**src/inc/trip_pkg.sv**
```systemverilog
// package: register map, field limits, timing constants for the trip relay logic
`default_nettype none
package trip_pkg;
  // register byte offsets
  localparam logic [7:0] OFS_CTRL = 8'h00;
  localparam logic [7:0] OFS_ACCESS = 8'h04;
  localparam logic [7:0] OFS_FILT = 8'h08;
  localparam logic [7:0] OFS_R1_SET = 8'h0c;
  localparam logic [7:0] OFS_R1_BAND = 8'h10;
  localparam logic [7:0] OFS_R1_DLY = 8'h14;
  localparam logic [7:0] OFS_R1_WHYS = 8'h18;
  localparam logic [7:0] OFS_R2_SET = 8'h1c;
  localparam logic [7:0] OFS_R2_BAND = 8'h20;
  localparam logic [7:0] OFS_R2_DLY = 8'h24;
  localparam logic [7:0] OFS_R2_WHYS = 8'h28;
  localparam logic [7:0] OFS_STATUS = 8'h2c;
  // control field positions
  localparam int CTRL_FUNC_LSB = 0;
  localparam int CTRL_R1_FALL = 4;
  localparam int CTRL_R2_FALL = 5;
  localparam int CTRL_AC = 6;
  localparam int CTRL_QUICK = 7;
  // functions
  localparam logic [2:0] FN_SINGLE = 3'h1;
  localparam logic [2:0] FN_DUAL = 3'h2;
  localparam logic [2:0] FN_PRE = 3'h3;
  localparam logic [2:0] FN_WINDOW = 3'h4;
  localparam logic [2:0] FN_HOLD = 3'h5;
  // limits, tenths of percent / tenths of second
  localparam logic [9:0] PCT_MAX = 10'h3e7;
  localparam logic [9:0] DLY_MAX = 10'h3e7;
  localparam logic [9:0] ACCESS_MAX = 10'h3e7;
  localparam logic [9:0] ACCESS_UNLOCK = 10'h028;
  localparam logic [9:0] FILT_MIN = 10'h002;
  localparam logic [9:0] FILT_MAX = 10'h258;
  // reset values
  localparam logic [7:0] CTRL_RST = 8'h01;
  localparam logic [9:0] ACCESS_RST = 10'h028;
  localparam logic [9:0] FILT_RST = 10'h002;
  // tick: 0.1 s at 40 MHz
  localparam int CLK_HZ = 40000000;
  localparam int TICK_MS = 100;
  localparam int TICK_CYCLES = CLK_HZ / 1000 * TICK_MS;
endpackage : trip_pkg
`default_nettype wire

```
**src/verilog/trip_channel.sv**
```systemverilog
// one relay channel: hysteretic trip decision with persistence delay
`timescale 1ns/1ps
`default_nettype none
module trip_channel (
  // clock and reset
  input wire logic hclk,
  input wire logic hresetn,
  input wire logic tick,
  // decision inputs
  input wire logic want_on,
  input wire logic want_off,
  input wire logic [9:0] delay,
  input wire logic enable,
  // relay state
  output logic relay_ff
);
  import trip_pkg::*;
  logic [9:0] cnt_ff;
  logic cond;
  logic nxt_relay;
  // condition asking for the other state
  assign cond = relay_ff ? want_off : want_on;
  assign nxt_relay = (cnt_ff >= delay) ? ~relay_ff : relay_ff;
  // counter restarts whenever the condition lapses, so only an unbroken stretch switches
  always_ff @(posedge hclk or negedge hresetn) begin
    if (!hresetn) begin
      cnt_ff <= 10'h000;
      relay_ff <= 1'b0;
    end else if (!enable) begin
      cnt_ff <= 10'h000;
      relay_ff <= 1'b0;
    end else if (!cond) begin
      cnt_ff <= 10'h000;
    end else if (cnt_ff >= delay) begin
      relay_ff <= nxt_relay;
      cnt_ff <= 10'h000;
    end else if (tick) begin
      cnt_ff <= cnt_ff + 10'h001;
    end
  end
endmodule : trip_channel
`default_nettype wire

```
**src/verilog/trip_relay_logic.sv**
```systemverilog
// trip relay logic top: ahb-lite registers, input filter, function decode, two channels
// Operation
// - input smoothed by exponential filter, response 0.2 to 60.0 s.
// - programmed response below input-type minimum is replaced by that minimum.
// - dc or ac input handling selectable as configuration bit.
// - setpoints and bands 0..99.9 percent, delays 0..99.9 s accepted.
// - single setpoint drives relay 1 only; relay 2 stays off.
// - dual setpoint runs two independent channels with own parameters.
// - pre-setpoint forces relay 1 to rising-trip direction.
// - pre-setpoint relay 2 trips at relay 1 setpoint minus offset, own band.
// - pre-setpoint ignores relay 2 direction and window band.
// - window mode: rising energises inside window, falling de-energises inside.
// - window band lies outside limits, widening the leaving threshold.
// - hold: relay 2 latches at its setpoint, releases at relay 1 setpoint.
// - hold uses relay 2 delay, ignores relay 2 band and direction.
// - hold keeps relay 1 an ordinary trip channel.
// - quick adjust permit bit held in control register.
// - access code 0..999; parameter writes allowed only when code equals 40.
// - rising trips above setpoint, releases below setpoint minus band; falling mirrored.
// - relay switches only after condition persists for programmed delay.
`timescale 1ns/1ps
`default_nettype none
module trip_relay_logic #(
  parameter int TICK_DIV = trip_pkg::TICK_CYCLES,
  parameter logic [9:0] FILT_MIN_AC = 10'h00a
) (
  // ahb-lite slave
  input wire logic hclk,
  input wire logic hresetn,
  input wire logic hsel,
  input wire logic [7:0] haddr,
  input wire logic [1:0] htrans,
  input wire logic hwrite,
  input wire logic [2:0] hsize,
  input wire logic [31:0] hwdata,
  input wire logic hready,
  output logic [31:0] hrdata,
  output logic hreadyout,
  output logic hresp,
  // measurement, percent of span in tenths, sampled on the same clock
  input wire logic [9:0] meas_in,
  input wire logic meas_valid,
  input wire logic relay_clear,
  // relay drive
  output logic relay1_out,
  output logic relay2_out,
  output logic quick_adjust_on
);
  import trip_pkg::*;
  initial begin
    if (TICK_DIV < 2) $error("TICK_DIV too small");
    if (FILT_MIN_AC < FILT_MIN || FILT_MIN_AC > FILT_MAX) $error("FILT_MIN_AC out of range");
  end

  // clamp a written value to its legal maximum
  function automatic logic [9:0] clamp(input logic [31:0] v, input logic [9:0] mx);
    clamp = (v > {22'h0, mx}) ? mx : v[9:0];
  endfunction : clamp

  // ---- bus slave: latch address phase, act in data phase, zero wait states
  logic wr_pend_ff;
  logic [7:0] addr_ff;
  logic [7:0] ctrl_ff;
  logic [9:0] access_ff, filt_ff;
  logic [9:0] r1_set_ff, r1_band_ff, r1_dly_ff, r1_whys_ff;
  logic [9:0] r2_set_ff, r2_band_ff, r2_dly_ff, r2_whys_ff;
  logic rd_sel;
  logic [31:0] rd_mux;
  logic unlocked;
  logic wr_param;
  logic wr_access;
  logic relay1_q, relay2_q;
  logic [9:0] filt_val_ff;
  logic [9:0] filt_wr;
  assign rd_sel = hsel && hready && htrans[1] && !hwrite;
  // whole word compared, so a large write is not cut to its low bits before clamping
  assign filt_wr = (hwdata < {22'h0, FILT_MIN}) ? FILT_MIN : clamp(hwdata, FILT_MAX);
  assign unlocked = (access_ff == ACCESS_UNLOCK);
  assign wr_access = wr_pend_ff && (addr_ff == OFS_ACCESS);
  assign wr_param = wr_pend_ff && unlocked && !wr_access;
  // read multiplexer; unmapped words read as zero
  always_comb begin
    rd_mux = 32'h0;
    case (haddr)
      OFS_CTRL: rd_mux = {24'h0, ctrl_ff};
      OFS_ACCESS: rd_mux = {22'h0, access_ff};
      OFS_FILT: rd_mux = {22'h0, filt_ff};
      OFS_R1_SET: rd_mux = {22'h0, r1_set_ff};
      OFS_R1_BAND: rd_mux = {22'h0, r1_band_ff};
      OFS_R1_DLY: rd_mux = {22'h0, r1_dly_ff};
      OFS_R1_WHYS: rd_mux = {22'h0, r1_whys_ff};
      OFS_R2_SET: rd_mux = {22'h0, r2_set_ff};
      OFS_R2_BAND: rd_mux = {22'h0, r2_band_ff};
      OFS_R2_DLY: rd_mux = {22'h0, r2_dly_ff};
      OFS_R2_WHYS: rd_mux = {22'h0, r2_whys_ff};
      OFS_STATUS: rd_mux = {20'h0, filt_val_ff, relay2_q, relay1_q};
      default: rd_mux = 32'h0;
    endcase
  end
  // address phase capture and read data
  always_ff @(posedge hclk or negedge hresetn) begin
    if (!hresetn) begin
      wr_pend_ff <= 1'b0;
      addr_ff <= 8'h00;
      hrdata <= 32'h0;
    end else begin
      wr_pend_ff <= hsel && hready && htrans[1] && hwrite;
      addr_ff <= haddr;
      if (rd_sel) hrdata <= rd_mux;
    end
  end
  // ready from the first clock after reset, always okay
  always_ff @(posedge hclk or negedge hresetn) begin
    if (!hresetn) begin
      hreadyout <= 1'b0;
      hresp <= 1'b0;
    end else begin
      hreadyout <= 1'b1;
      hresp <= 1'b0;
    end
  end
  // parameter store; the access code itself stays writable so it can be unlocked
  always_ff @(posedge hclk or negedge hresetn) begin
    if (!hresetn) begin
      ctrl_ff <= CTRL_RST;
      access_ff <= ACCESS_RST;
      filt_ff <= FILT_RST;
      r1_set_ff <= 10'h0;
      r1_band_ff <= 10'h0;
      r1_dly_ff <= 10'h0;
      r1_whys_ff <= 10'h0;
      r2_set_ff <= 10'h0;
      r2_band_ff <= 10'h0;
      r2_dly_ff <= 10'h0;
      r2_whys_ff <= 10'h0;
    end else begin
      if (wr_access) access_ff <= clamp(hwdata, ACCESS_MAX);
      if (wr_param) begin
        case (addr_ff)
          OFS_CTRL: ctrl_ff <= hwdata[7:0];
          OFS_FILT: filt_ff <= filt_wr;
          OFS_R1_SET: r1_set_ff <= clamp(hwdata, PCT_MAX);
          OFS_R1_BAND: r1_band_ff <= clamp(hwdata, PCT_MAX);
          OFS_R1_DLY: r1_dly_ff <= clamp(hwdata, DLY_MAX);
          OFS_R1_WHYS: r1_whys_ff <= clamp(hwdata, PCT_MAX);
          OFS_R2_SET: r2_set_ff <= clamp(hwdata, PCT_MAX);
          OFS_R2_BAND: r2_band_ff <= clamp(hwdata, PCT_MAX);
          OFS_R2_DLY: r2_dly_ff <= clamp(hwdata, DLY_MAX);
          OFS_R2_WHYS: r2_whys_ff <= clamp(hwdata, PCT_MAX);
          default: ;
        endcase
      end
    end
  end

  // ---- 0.1 s tick divider
  logic [31:0] div_ff;
  logic tick_ff;
  always_ff @(posedge hclk or negedge hresetn) begin
    if (!hresetn) begin
      div_ff <= 32'h0;
      tick_ff <= 1'b0;
    end else begin
      tick_ff <= (div_ff == 32'(TICK_DIV - 1));
      div_ff <= (div_ff == 32'(TICK_DIV - 1)) ? 32'h0 : div_ff + 32'h1;
    end
  end

  // ---- exponential filter: y += (x - y) * tick / response, in fixed point
  // a tick step per 0.1 s keeps the arithmetic small; resolution is coarse at short times
  logic [9:0] resp_eff;
  logic [23:0] acc_ff;
  logic signed [25:0] diff;
  logic signed [25:0] step;
  assign resp_eff = (ctrl_ff[CTRL_AC] && filt_ff < FILT_MIN_AC) ? FILT_MIN_AC : filt_ff;
  assign diff = $signed({2'b00, meas_in, 14'h0}) - $signed({2'b00, acc_ff});
  assign step = diff / $signed({16'h0, resp_eff});
  always_ff @(posedge hclk or negedge hresetn) begin
    if (!hresetn) begin
      acc_ff <= 24'h0;
      filt_val_ff <= 10'h0;
    end else begin
      if (tick_ff && meas_valid) acc_ff <= 24'($signed({2'b00, acc_ff}) + step);
      filt_val_ff <= acc_ff[23:14];
    end
  end

  // ---- function decode
  logic [2:0] fn;
  logic [10:0] x, s1, b1, s2, b2, w1, w2, r1_hi, r2_hi, pre_sp;
  logic r1_fall, r2_fall, is_win, is_pre, is_hold, is_single;
  logic r1_on, r1_off, r2_on, r2_off, r2_en;
  assign fn = ctrl_ff[CTRL_FUNC_LSB +: 3];
  assign is_single = (fn == FN_SINGLE) || !(fn inside {FN_DUAL, FN_PRE, FN_WINDOW, FN_HOLD});
  assign is_pre = (fn == FN_PRE);
  assign is_win = (fn == FN_WINDOW);
  assign is_hold = (fn == FN_HOLD);
  assign x = {1'b0, filt_val_ff};
  assign s1 = {1'b0, r1_set_ff};
  assign b1 = {1'b0, r1_band_ff};
  assign s2 = {1'b0, r2_set_ff};
  assign b2 = {1'b0, r2_band_ff};
  assign w1 = {1'b0, r1_whys_ff};
  assign w2 = {1'b0, r2_whys_ff};
  assign r1_hi = b1; // upper window limit shares the band register
  assign r2_hi = b2;
  assign r1_fall = ctrl_ff[CTRL_R1_FALL] && !is_pre;
  assign r2_fall = ctrl_ff[CTRL_R2_FALL];
  assign pre_sp = (s1 > s2) ? s1 - s2 : 11'h0;
  // inside-window test, leaving only beyond the band outside the limits
  function automatic logic win_in(input logic [10:0] v, lo, hi, hy);
    win_in = (v >= lo) && (v <= hi);
  endfunction : win_in
  function automatic logic win_out(input logic [10:0] v, lo, hi, hy);
    win_out = (v + hy < lo) || (v > hi + hy);
  endfunction : win_out
  // relay 1 trip conditions
  always_comb begin
    if (is_win) begin
      r1_on = r1_fall ? win_out(x, s1, r1_hi, w1) : win_in(x, s1, r1_hi, w1);
      r1_off = r1_fall ? win_in(x, s1, r1_hi, w1) : win_out(x, s1, r1_hi, w1);
    end else if (r1_fall) begin
      r1_on = x < s1;
      r1_off = x > s1 + b1;
    end else begin
      r1_on = x > s1;
      r1_off = x + b1 < s1;
    end
  end
  // relay 2 trip conditions per function
  always_comb begin
    r2_en = !is_single;
    if (is_win) begin
      r2_on = r2_fall ? win_out(x, s2, r2_hi, w2) : win_in(x, s2, r2_hi, w2);
      r2_off = r2_fall ? win_in(x, s2, r2_hi, w2) : win_out(x, s2, r2_hi, w2);
    end else if (is_pre) begin
      r2_on = x > pre_sp;
      r2_off = x + b2 < pre_sp;
    end else if (is_hold) begin
      r2_on = x >= s2;
      r2_off = x <= s1;
    end else if (r2_fall) begin
      r2_on = x < s2;
      r2_off = x > s2 + b2;
    end else begin
      r2_on = x > s2;
      r2_off = x + b2 < s2;
    end
  end

  // ---- channels
  trip_channel u_ch1 (
    .hclk(hclk), .hresetn(hresetn), .tick(tick_ff),
    .want_on(r1_on), .want_off(r1_off), .delay(r1_dly_ff),
    .enable(!relay_clear), .relay_ff(relay1_q)
  );
  trip_channel u_ch2 (
    .hclk(hclk), .hresetn(hresetn), .tick(tick_ff),
    .want_on(r2_on), .want_off(r2_off), .delay(r2_dly_ff),
    .enable(r2_en && !relay_clear), .relay_ff(relay2_q)
  );
  // registered drive outputs
  always_ff @(posedge hclk or negedge hresetn) begin
    if (!hresetn) begin
      relay1_out <= 1'b0;
      relay2_out <= 1'b0;
      quick_adjust_on <= 1'b0;
    end else begin
      relay1_out <= relay1_q && !relay_clear;
      relay2_out <= relay2_q && r2_en && !relay_clear;
      quick_adjust_on <= ctrl_ff[CTRL_QUICK];
    end
  end

  // ---- assertions
  property p_single_off;
    @(posedge hclk) disable iff (!hresetn) is_single |=> !relay2_out;
  endproperty
  a_single_off: assert property (p_single_off) else $error("relay 2 on in single mode");
  property p_locked;
    @(posedge hclk) disable iff (!hresetn) (wr_pend_ff && !unlocked && addr_ff == OFS_R1_SET)
      |=> $stable(r1_set_ff);
  endproperty
  a_locked: assert property (p_locked) else $error("write while locked");
  property p_clear;
    @(posedge hclk) disable iff (!hresetn) relay_clear |=> !relay1_out && !relay2_out;
  endproperty
  a_clear: assert property (p_clear) else $error("relay active under clear");
  property p_pct_max;
    @(posedge hclk) disable iff (!hresetn) r1_set_ff <= PCT_MAX && r2_dly_ff <= DLY_MAX;
  endproperty
  a_pct_max: assert property (p_pct_max) else $error("setting beyond maximum");
  property p_resp_min;
    @(posedge hclk) disable iff (!hresetn) ctrl_ff[CTRL_AC] |-> resp_eff >= FILT_MIN_AC;
  endproperty
  a_resp_min: assert property (p_resp_min) else $error("response below minimum");
  property p_filt_rng;
    @(posedge hclk) disable iff (!hresetn) filt_ff >= FILT_MIN && filt_ff <= FILT_MAX;
  endproperty
  a_filt_rng: assert property (p_filt_rng) else $error("response out of range");
  property p_persist;
    @(posedge hclk) disable iff (!hresetn) ($rose(relay1_q) && r1_dly_ff != 10'h0) |-> $past(r1_on);
  endproperty
  a_persist: assert property (p_persist) else $error("relay 1 switched without cause");
  property p_tick;
    @(posedge hclk) disable iff (!hresetn) tick_ff |=> !tick_ff;
  endproperty
  a_tick: assert property (p_tick) else $error("tick longer than one cycle");
  property p_quick;
    @(posedge hclk) disable iff (!hresetn) ##1 quick_adjust_on == $past(ctrl_ff[CTRL_QUICK]);
  endproperty
  a_quick: assert property (p_quick) else $error("quick adjust mismatch");
  c_r1: cover property (@(posedge hclk) $rose(relay1_out));
  c_hold: cover property (@(posedge hclk) is_hold && $rose(relay2_out));
  c_win: cover property (@(posedge hclk) is_win && relay1_out);
endmodule : trip_relay_logic
`default_nettype wire

```
**config.mk**
```make
export PLATFORM = sky130hd
export DESIGN_NAME = trip_relay_logic
export DESIGN_NICKNAME = d
export VERILOG_FILES = /design/src/inc/trip_pkg.sv /design/src/verilog/trip_channel.sv /design/src/verilog/trip_relay_logic.sv
export SDC_FILE = /design/constraint.sdc
export NUM_CORES = 2
export LEC_CHECK = 0
export BUFFER_PORTS_ARGS = -buffer_cell sky130_fd_sc_hd__buf_2
export CORE_MARGIN = 1.5
export CORE_UTILIZATION = 53
export DETAILED_ROUTE_END_ITERATION = 16
export GPL_ROUTABILITY_DRIVEN = 0
export PLACE_DENSITY = 0.7
export SLEW_MARGIN = 20
export SYNTH_ARGS = -nofsm -noshare
export SYNTH_HDL_FRONTEND = slang
export SYNTH_SLANG_ARGS = --single-unit
```
**constraint.sdc**
```tcl
create_clock -name hclk -period 193.6 [get_ports hclk]
set_input_delay 38.72 -clock hclk [delete_from_list [all_inputs] [get_ports hclk]]
set_output_delay 38.72 -clock hclk [all_outputs]
set_load 0.01 [all_outputs]
```
== Yosys cells after proc, flatten, opt, wreduce, memory -nomap -nowiden ==
Cells that the tools add are included.

* Muxes and demuxes: 39
* $add $sub $neg: 14
* Equal/unequal tests: 32
* Reductions and logical operators: 42
* Bitwise operators: 2
* Div/mod/pow operators: 1
* $lt $le $gt $ge: 26

{| class="wikitable"
|+ Operator list
! operator !! count
|-
| 12-bit case mux with 12 select lines || 1
|-
| 10-bit two-way mux || 12
|-
| 10-bit by 10-bit adder with 11-bit output || 8
|-
| 8-bit by 5-bit == test with 1-bit output (second input constant) || 8
|-
| 32-bit by 10-bit greater-than comparator with 1-bit output (second input constant) || 2
|-
| 8-bit by 6-bit == test with 1-bit output (second input constant) || 7
|-
| 10-bit by 11-bit greater-than comparator with 1-bit output || 5
|-
| 11-bit by 10-bit < comparator with 1-bit output || 4
|-
| 10-bit >= comparator || 4
|-
| 32-bit by 1-bit adder with 32-bit output (second input constant) || 1
|-
| 32-bit by 22-bit == test with 1-bit output (second input constant) || 1
|-
| 8-bit by 4-bit == test with 1-bit output (second input constant) || 4
|-
| 32-bit by 2-bit < comparator with 1-bit output (second input constant) || 1
|-
| 32-bit two-way mux || 1
|-
| 10-bit greater-than comparator || 3
|-
| 10-bit <= comparator || 3
|-
| 26-bit by 11-bit divider with 26-bit output || 1
|-
| 24-bit by 24-bit subtractor with 25-bit output || 1
|-
| 24-bit adder || 1
|-
| 1-bit two-way mux || 24
|-
| 2-bit AND reduction || 12
|-
| 10-bit by 1-bit adder with 10-bit output (second input constant) || 2
|-
| 10-bit < comparator || 2
|-
| 8-bit by 3-bit == test with 1-bit output (second input constant) || 2
|-
| other kinds (17) || 46
|}

* Logic and storage cells: 182
* Bits in registers: 242
* Input port bits: 62
* Output and inout port bits: 37

== Depth between registers and ports, before layout ==
* Word-level depth: 9
* Depth in mapped cells: 395
* Mapped depth without buffers: 363

== Cells and area by module ==
Synthesis repeated with hierarchy kept, for this count alone.

* Cells, all modules: 4335
* Area, all modules: 33973.8 µm²

{| class="wikitable"
|+ Modules (own cells, without submodules)
! module !! cells each !! times used !! seq. area each (µm²) !! area each (µm²)
|-
| trip_relay_logic || 4163 || 1 || 5009.8 || 32389.8
|-
| trip_channel || 86 || 2 || 275.3 || 792.0
|}

== Worst setup path before layout ==
No wires, ideal clock.

* Path kind: input port to flip-flop
* Start: input port meas_in[1]
* End: register acc_ff[23]
* Path buffers: 33
* Path slack: 84.332 ns
* Arrival: 109.135 ns
* Cell stages on the path: 380
* Required time: 193.467 ns
* Library setup time: 0.133 ns
* Cell sequence: ha_1 -> clkbuf_1 -> a21o_1 -> a22o_1 -> o31a_1 -> nor2_1 -> o21a_1 -> clkbuf_1 -> nand3_1 -> a2111oi_0 -> ha_1 -> o21a_1 -> o21ai_0 -> nor2_1 -> a21oi_1 -> inv_1 -> ha_1 -> o211ai_1 -> (+344 left out) -> o21bai_1 -> a21oi_1 -> o21bai_1 -> a21oi_1 -> o21bai_1 -> a21oi_1 -> o21bai_1 -> a21oi_1 -> o21bai_1 -> a21oi_1 -> o21bai_1 -> a21oi_1 -> o21bai_1 -> a21oi_1 -> xnor2_1 -> nor4_1 -> mux2i_1 -> nand4b_1

* Longest elaborated chain between the ends: 3

{| class="wikitable"
|+ RTL lines
! what !! line !! source
|-
| from (decl) || trip_relay_logic.sv:41 || <nowiki>input wire logic [9:0] meas_in,</nowiki>
|-
| 24-bit by 24-bit subtractor with 25-bit output || trip_relay_logic.sv:176 || <nowiki>assign diff = $signed({2'b00, meas_in, 14'h0}) - $signed({2'b00, acc_ff});</nowiki>
|-
| 26-bit by 11-bit divider with 26-bit output || trip_relay_logic.sv:177 || <nowiki>assign step = diff / $signed({16'h0, resp_eff});</nowiki>
|-
| 24-bit adder || trip_relay_logic.sv:183 || <nowiki>if (tick_ff && meas_valid) acc_ff <= 24'($signed({2'b00, acc_ff}) + step);</nowiki>
|-
| to (signal assigned) || trip_relay_logic.sv:183 ||
|-
| to (decl) || trip_relay_logic.sv:172 || <nowiki>logic [23:0] acc_ff;</nowiki>
|}

Every way passes these cells.
A chain may end at the register's enable or synchronous reset.

== Final worst setup path ==
* Start: input port meas_in[0]
* End: register acc_ff[23]

Same word-level chain as after synthesis.

==> impl_metrics.yaml <==
status:
  run_status: "finished, final reports clean"
drt:
  avgRoutedWirePerCell_um: 19.00
  routed_via_count_divided_by_cell_count: 6.249
  postRouteAntennaNets: 0
  post-route-drc-count: 0
  totalWireLength_mm: 96.56
  firstDrtPassIters: 8
  vias: 31770
  detail_route.iter0.violations: 2462
min_path:
  hold-path-endpoint: "hrdata[10]"
  hold_wc_path_type: "reg2reg"
  hold_depth: 2
  worst_hold_startpoint: "hrdata[10]"
clock_tree:
  cts_resized: 0
  clock_latency_at_the_later_pin_of_the_worst_skew_pair_ps: 600
  cts.sink_count: 222
  clk_pin_slew_ps: 60
  postCtsSetupBuffers: 0
  cts_root_buffer: "clkbuf_16"
  number_of_buffers_created_by_cts: 27
  tritoncts: "done"
  cts_hold_buffers: 0
  ctsHtreeMaxLevel: 1
  max-clock-path-buffers: 3
grt:
  first_global_vias: 29250
  grt_max_degree: 97
  antenna_found_initial: 1
  grt_overflow_total: 0
  groute.usage.overall_pct: 29.70
  grt_first_pass_wirelength_mm: 154.8
critical_path:
  critical_path_required_ps: 194070
  path_max_fanout: 25
  cp_slowest_stage_delay_ps: 740
  critical-path-slowest-cell: "a21oi_1"
  setup.reg_to_reg.worst_slack_ps: 111940
  regToRegEndpoint: "acc_ff[23]"
  critical_path.startpoint_type: "input pin"
  critPathMostFrequentCell: "o21a_1"
  critical_path.endpoint_type: "register"
  worst-endpoint-arrival_ps: 119670
  worst-r2r-cell-count: 356
  crit_type: "in2reg"
  critical_path.reg2reg.startpoint: "acc_ff[0]"
cells_and_area:
  ff_latch_area_mm2: 0.005560
  multiInputGateArea_mm2: 0.02623
  mostFrequentLayoutCell: "ha_1"
  largest-register: "div_ff"
  fill_cells: 5771
  layout-drive-gt1-share_pct: 7.442
  reg.largest.list: "div_ff (32), acc_ff (24), hrdata (12)"
  most_frequent_cells_in_the_layout: "ha_1, nand2_1, nor2_1"
  final_nets: 4797
  n_antenna_cell: 0
  flow.area_growth_from_synthesis_pct: 6.612
  largest_register_ffs: 32
flow_run:
  cap_violations: 0
die:
  num_io_pins: 99
  initial_utilization_pct: 53.54
  floorplan.rows: 91
  die_height_um: 252.5
  area_enclosed_by_the_die_boundary_mm2: 0.06373
  coreArea_mm2: 0.06160
  dieWidth_um: 252.5
synthesis:
  synthesis.area_mm2: 0.03298
  syn_inst: 4197
  post_synthesis_area_per_instance_um2: 7.858
  count_of_flip_flops_with_a_built_in_enable_after_synthesis: 0
  ys_seq_area_share_pct: 16.86
  ys_seq_elements: 222
  post_synth_num_cell_types: 121
  ys_async_sr_fraction_pct: 100.0
  yosysWarnings: 0
  prevailing_post_synth_register_cell: "dfrtp_1"
sta:
  post-route-period-util_pct: 61.57
  timing.slew.headroom_pct: 19.43
  timing_hold_violations_final: 0
  fin_ws_ps: 74400
  grt_setup_unrepaired: "no"
  finClkSkew_ps: 40.18
  final-setup-viol-count: 0
  timing.fmax_ghz: 0.008390
  totalNegativeSetupSlack_ps: 0
  timing.final.crit_period_ps: 119200
  report.final.slew_viol_count: 0
  max_slew.worst_pin.slew_ps: 1204
placement:
  dpl_worst_slack_ps: 74760
  io_buffers: 73
  dp_hpwl_mm: 75.37
[final cells by class]
| class | instances | area share [%] |
|---|---|---|
| multi-input cells | 3683 | 74.60 |
| flip-flops and latches | 222 | 15.81 |
| well taps | 837 | 2.978 |
| inverters | 185 | 1.975 |
| clock buffers | 29 | 1.971 |
| repair buffers | 106 | 1.865 |
| clock inverters | 21 | 0.8007 |
[kinds of logic after synthesis]
kind of cell | Yosys count | synth area share [%]
other cells | 2 | 0.02277
mux | 80 | 2.682
compound gates | 1280 | 26.57
buf+inv | 313 | 3.957
fa+ha+maj | 511 | 19.61
simple gates | 1509 | 22.81
xor+xnor | 280 | 7.493
flops | 222 | 16.86
[per-stage QoR]
step | hold WS, ps | util [%] | instance area (um^2) | instances
2_1_floorplan | 369.7 | - | 33060 | 4218
3_3_place_gp | 448.2 | 55.42 | 34140 | 5031
4_1_cts | 464.4 | 57.00 | 35110 | 5081
3_5_place_dp | 450.4 | 55.42 | 34140 | 5031
5_1_grt | 480.1 | 57.08 | 35160 | 5083
6_report | 460.8 | 57.08 | 35160 | 5083
[routing by layer]
layer,track usage [%],routed length [um]
met3,4.212,7370
met2,48.99,42960
met5,0,0
met4,7.374,2730
met1,40.69,43500
[critical path, delay by kind of cell]
family	cells	cell delay, ps
AOI/OAI and AO/OA	204	44440
and+or+nand+nor	99	23670
adders and majority gates	28	8180
buffers and inverters	19	2920
muxes	5	1210
xor gates and xnor gates	1	290
[worst max-delay path by stage]
stage	from	end	slack (ps)
after floorplan	meas_in[1]	acc_ff[23]	84330
after global placement	meas_in[0]	acc_ff[23]	75520
after detailed placement	meas_in[0]	acc_ff[23]	74760
after CTS	meas_in[0]	acc_ff[23]	74960
after global routing	meas_in[0]	acc_ff[23]	67370
final	meas_in[0]	acc_ff[23]	74400
[synth_stat cells, types with 32 or more instances]
cell | instances | area, um^2
or2_2 | 36 | 225.2
and2_1 | 35 | 219.0
xor2_1 | 101 | 884.6
nand2_1 | 398 | 1494
nand3_1 | 100 | 500.5
o21bai_1 | 62 | 465.5
ha_1 | 500 | 6256
nand4_1 | 64 | 400.4
a31oi_1 | 47 | 294.0
a22o_1 | 32 | 280.3
xnor2_1 | 178 | 1559
clkbuf_1 | 82 | 307.8
nor2_1 | 347 | 1303
nand2b_1 | 73 | 456.7
o31ai_1 | 59 | 442.9
dfrtp_1 | 218 | 5455
or3_1 | 35 | 219.0
a221oi_1 | 33 | 289.0
o21a_1 | 148 | 1111
and3_1 | 47 | 294.0
inv_1 | 184 | 690.7
a21o_1 | 102 | 765.7
mux2_2 | 49 | 551.8
nor2b_1 | 64 | 400.4
nor4_1 | 35 | 219.0
nor3_1 | 172 | 860.8
a21oi_1 | 252 | 1261
o21ai_0 | 273 | 1366
Power is not shown: default switching activity piles up to over one toggle a cycle in this logic, so the estimate is an artifact.
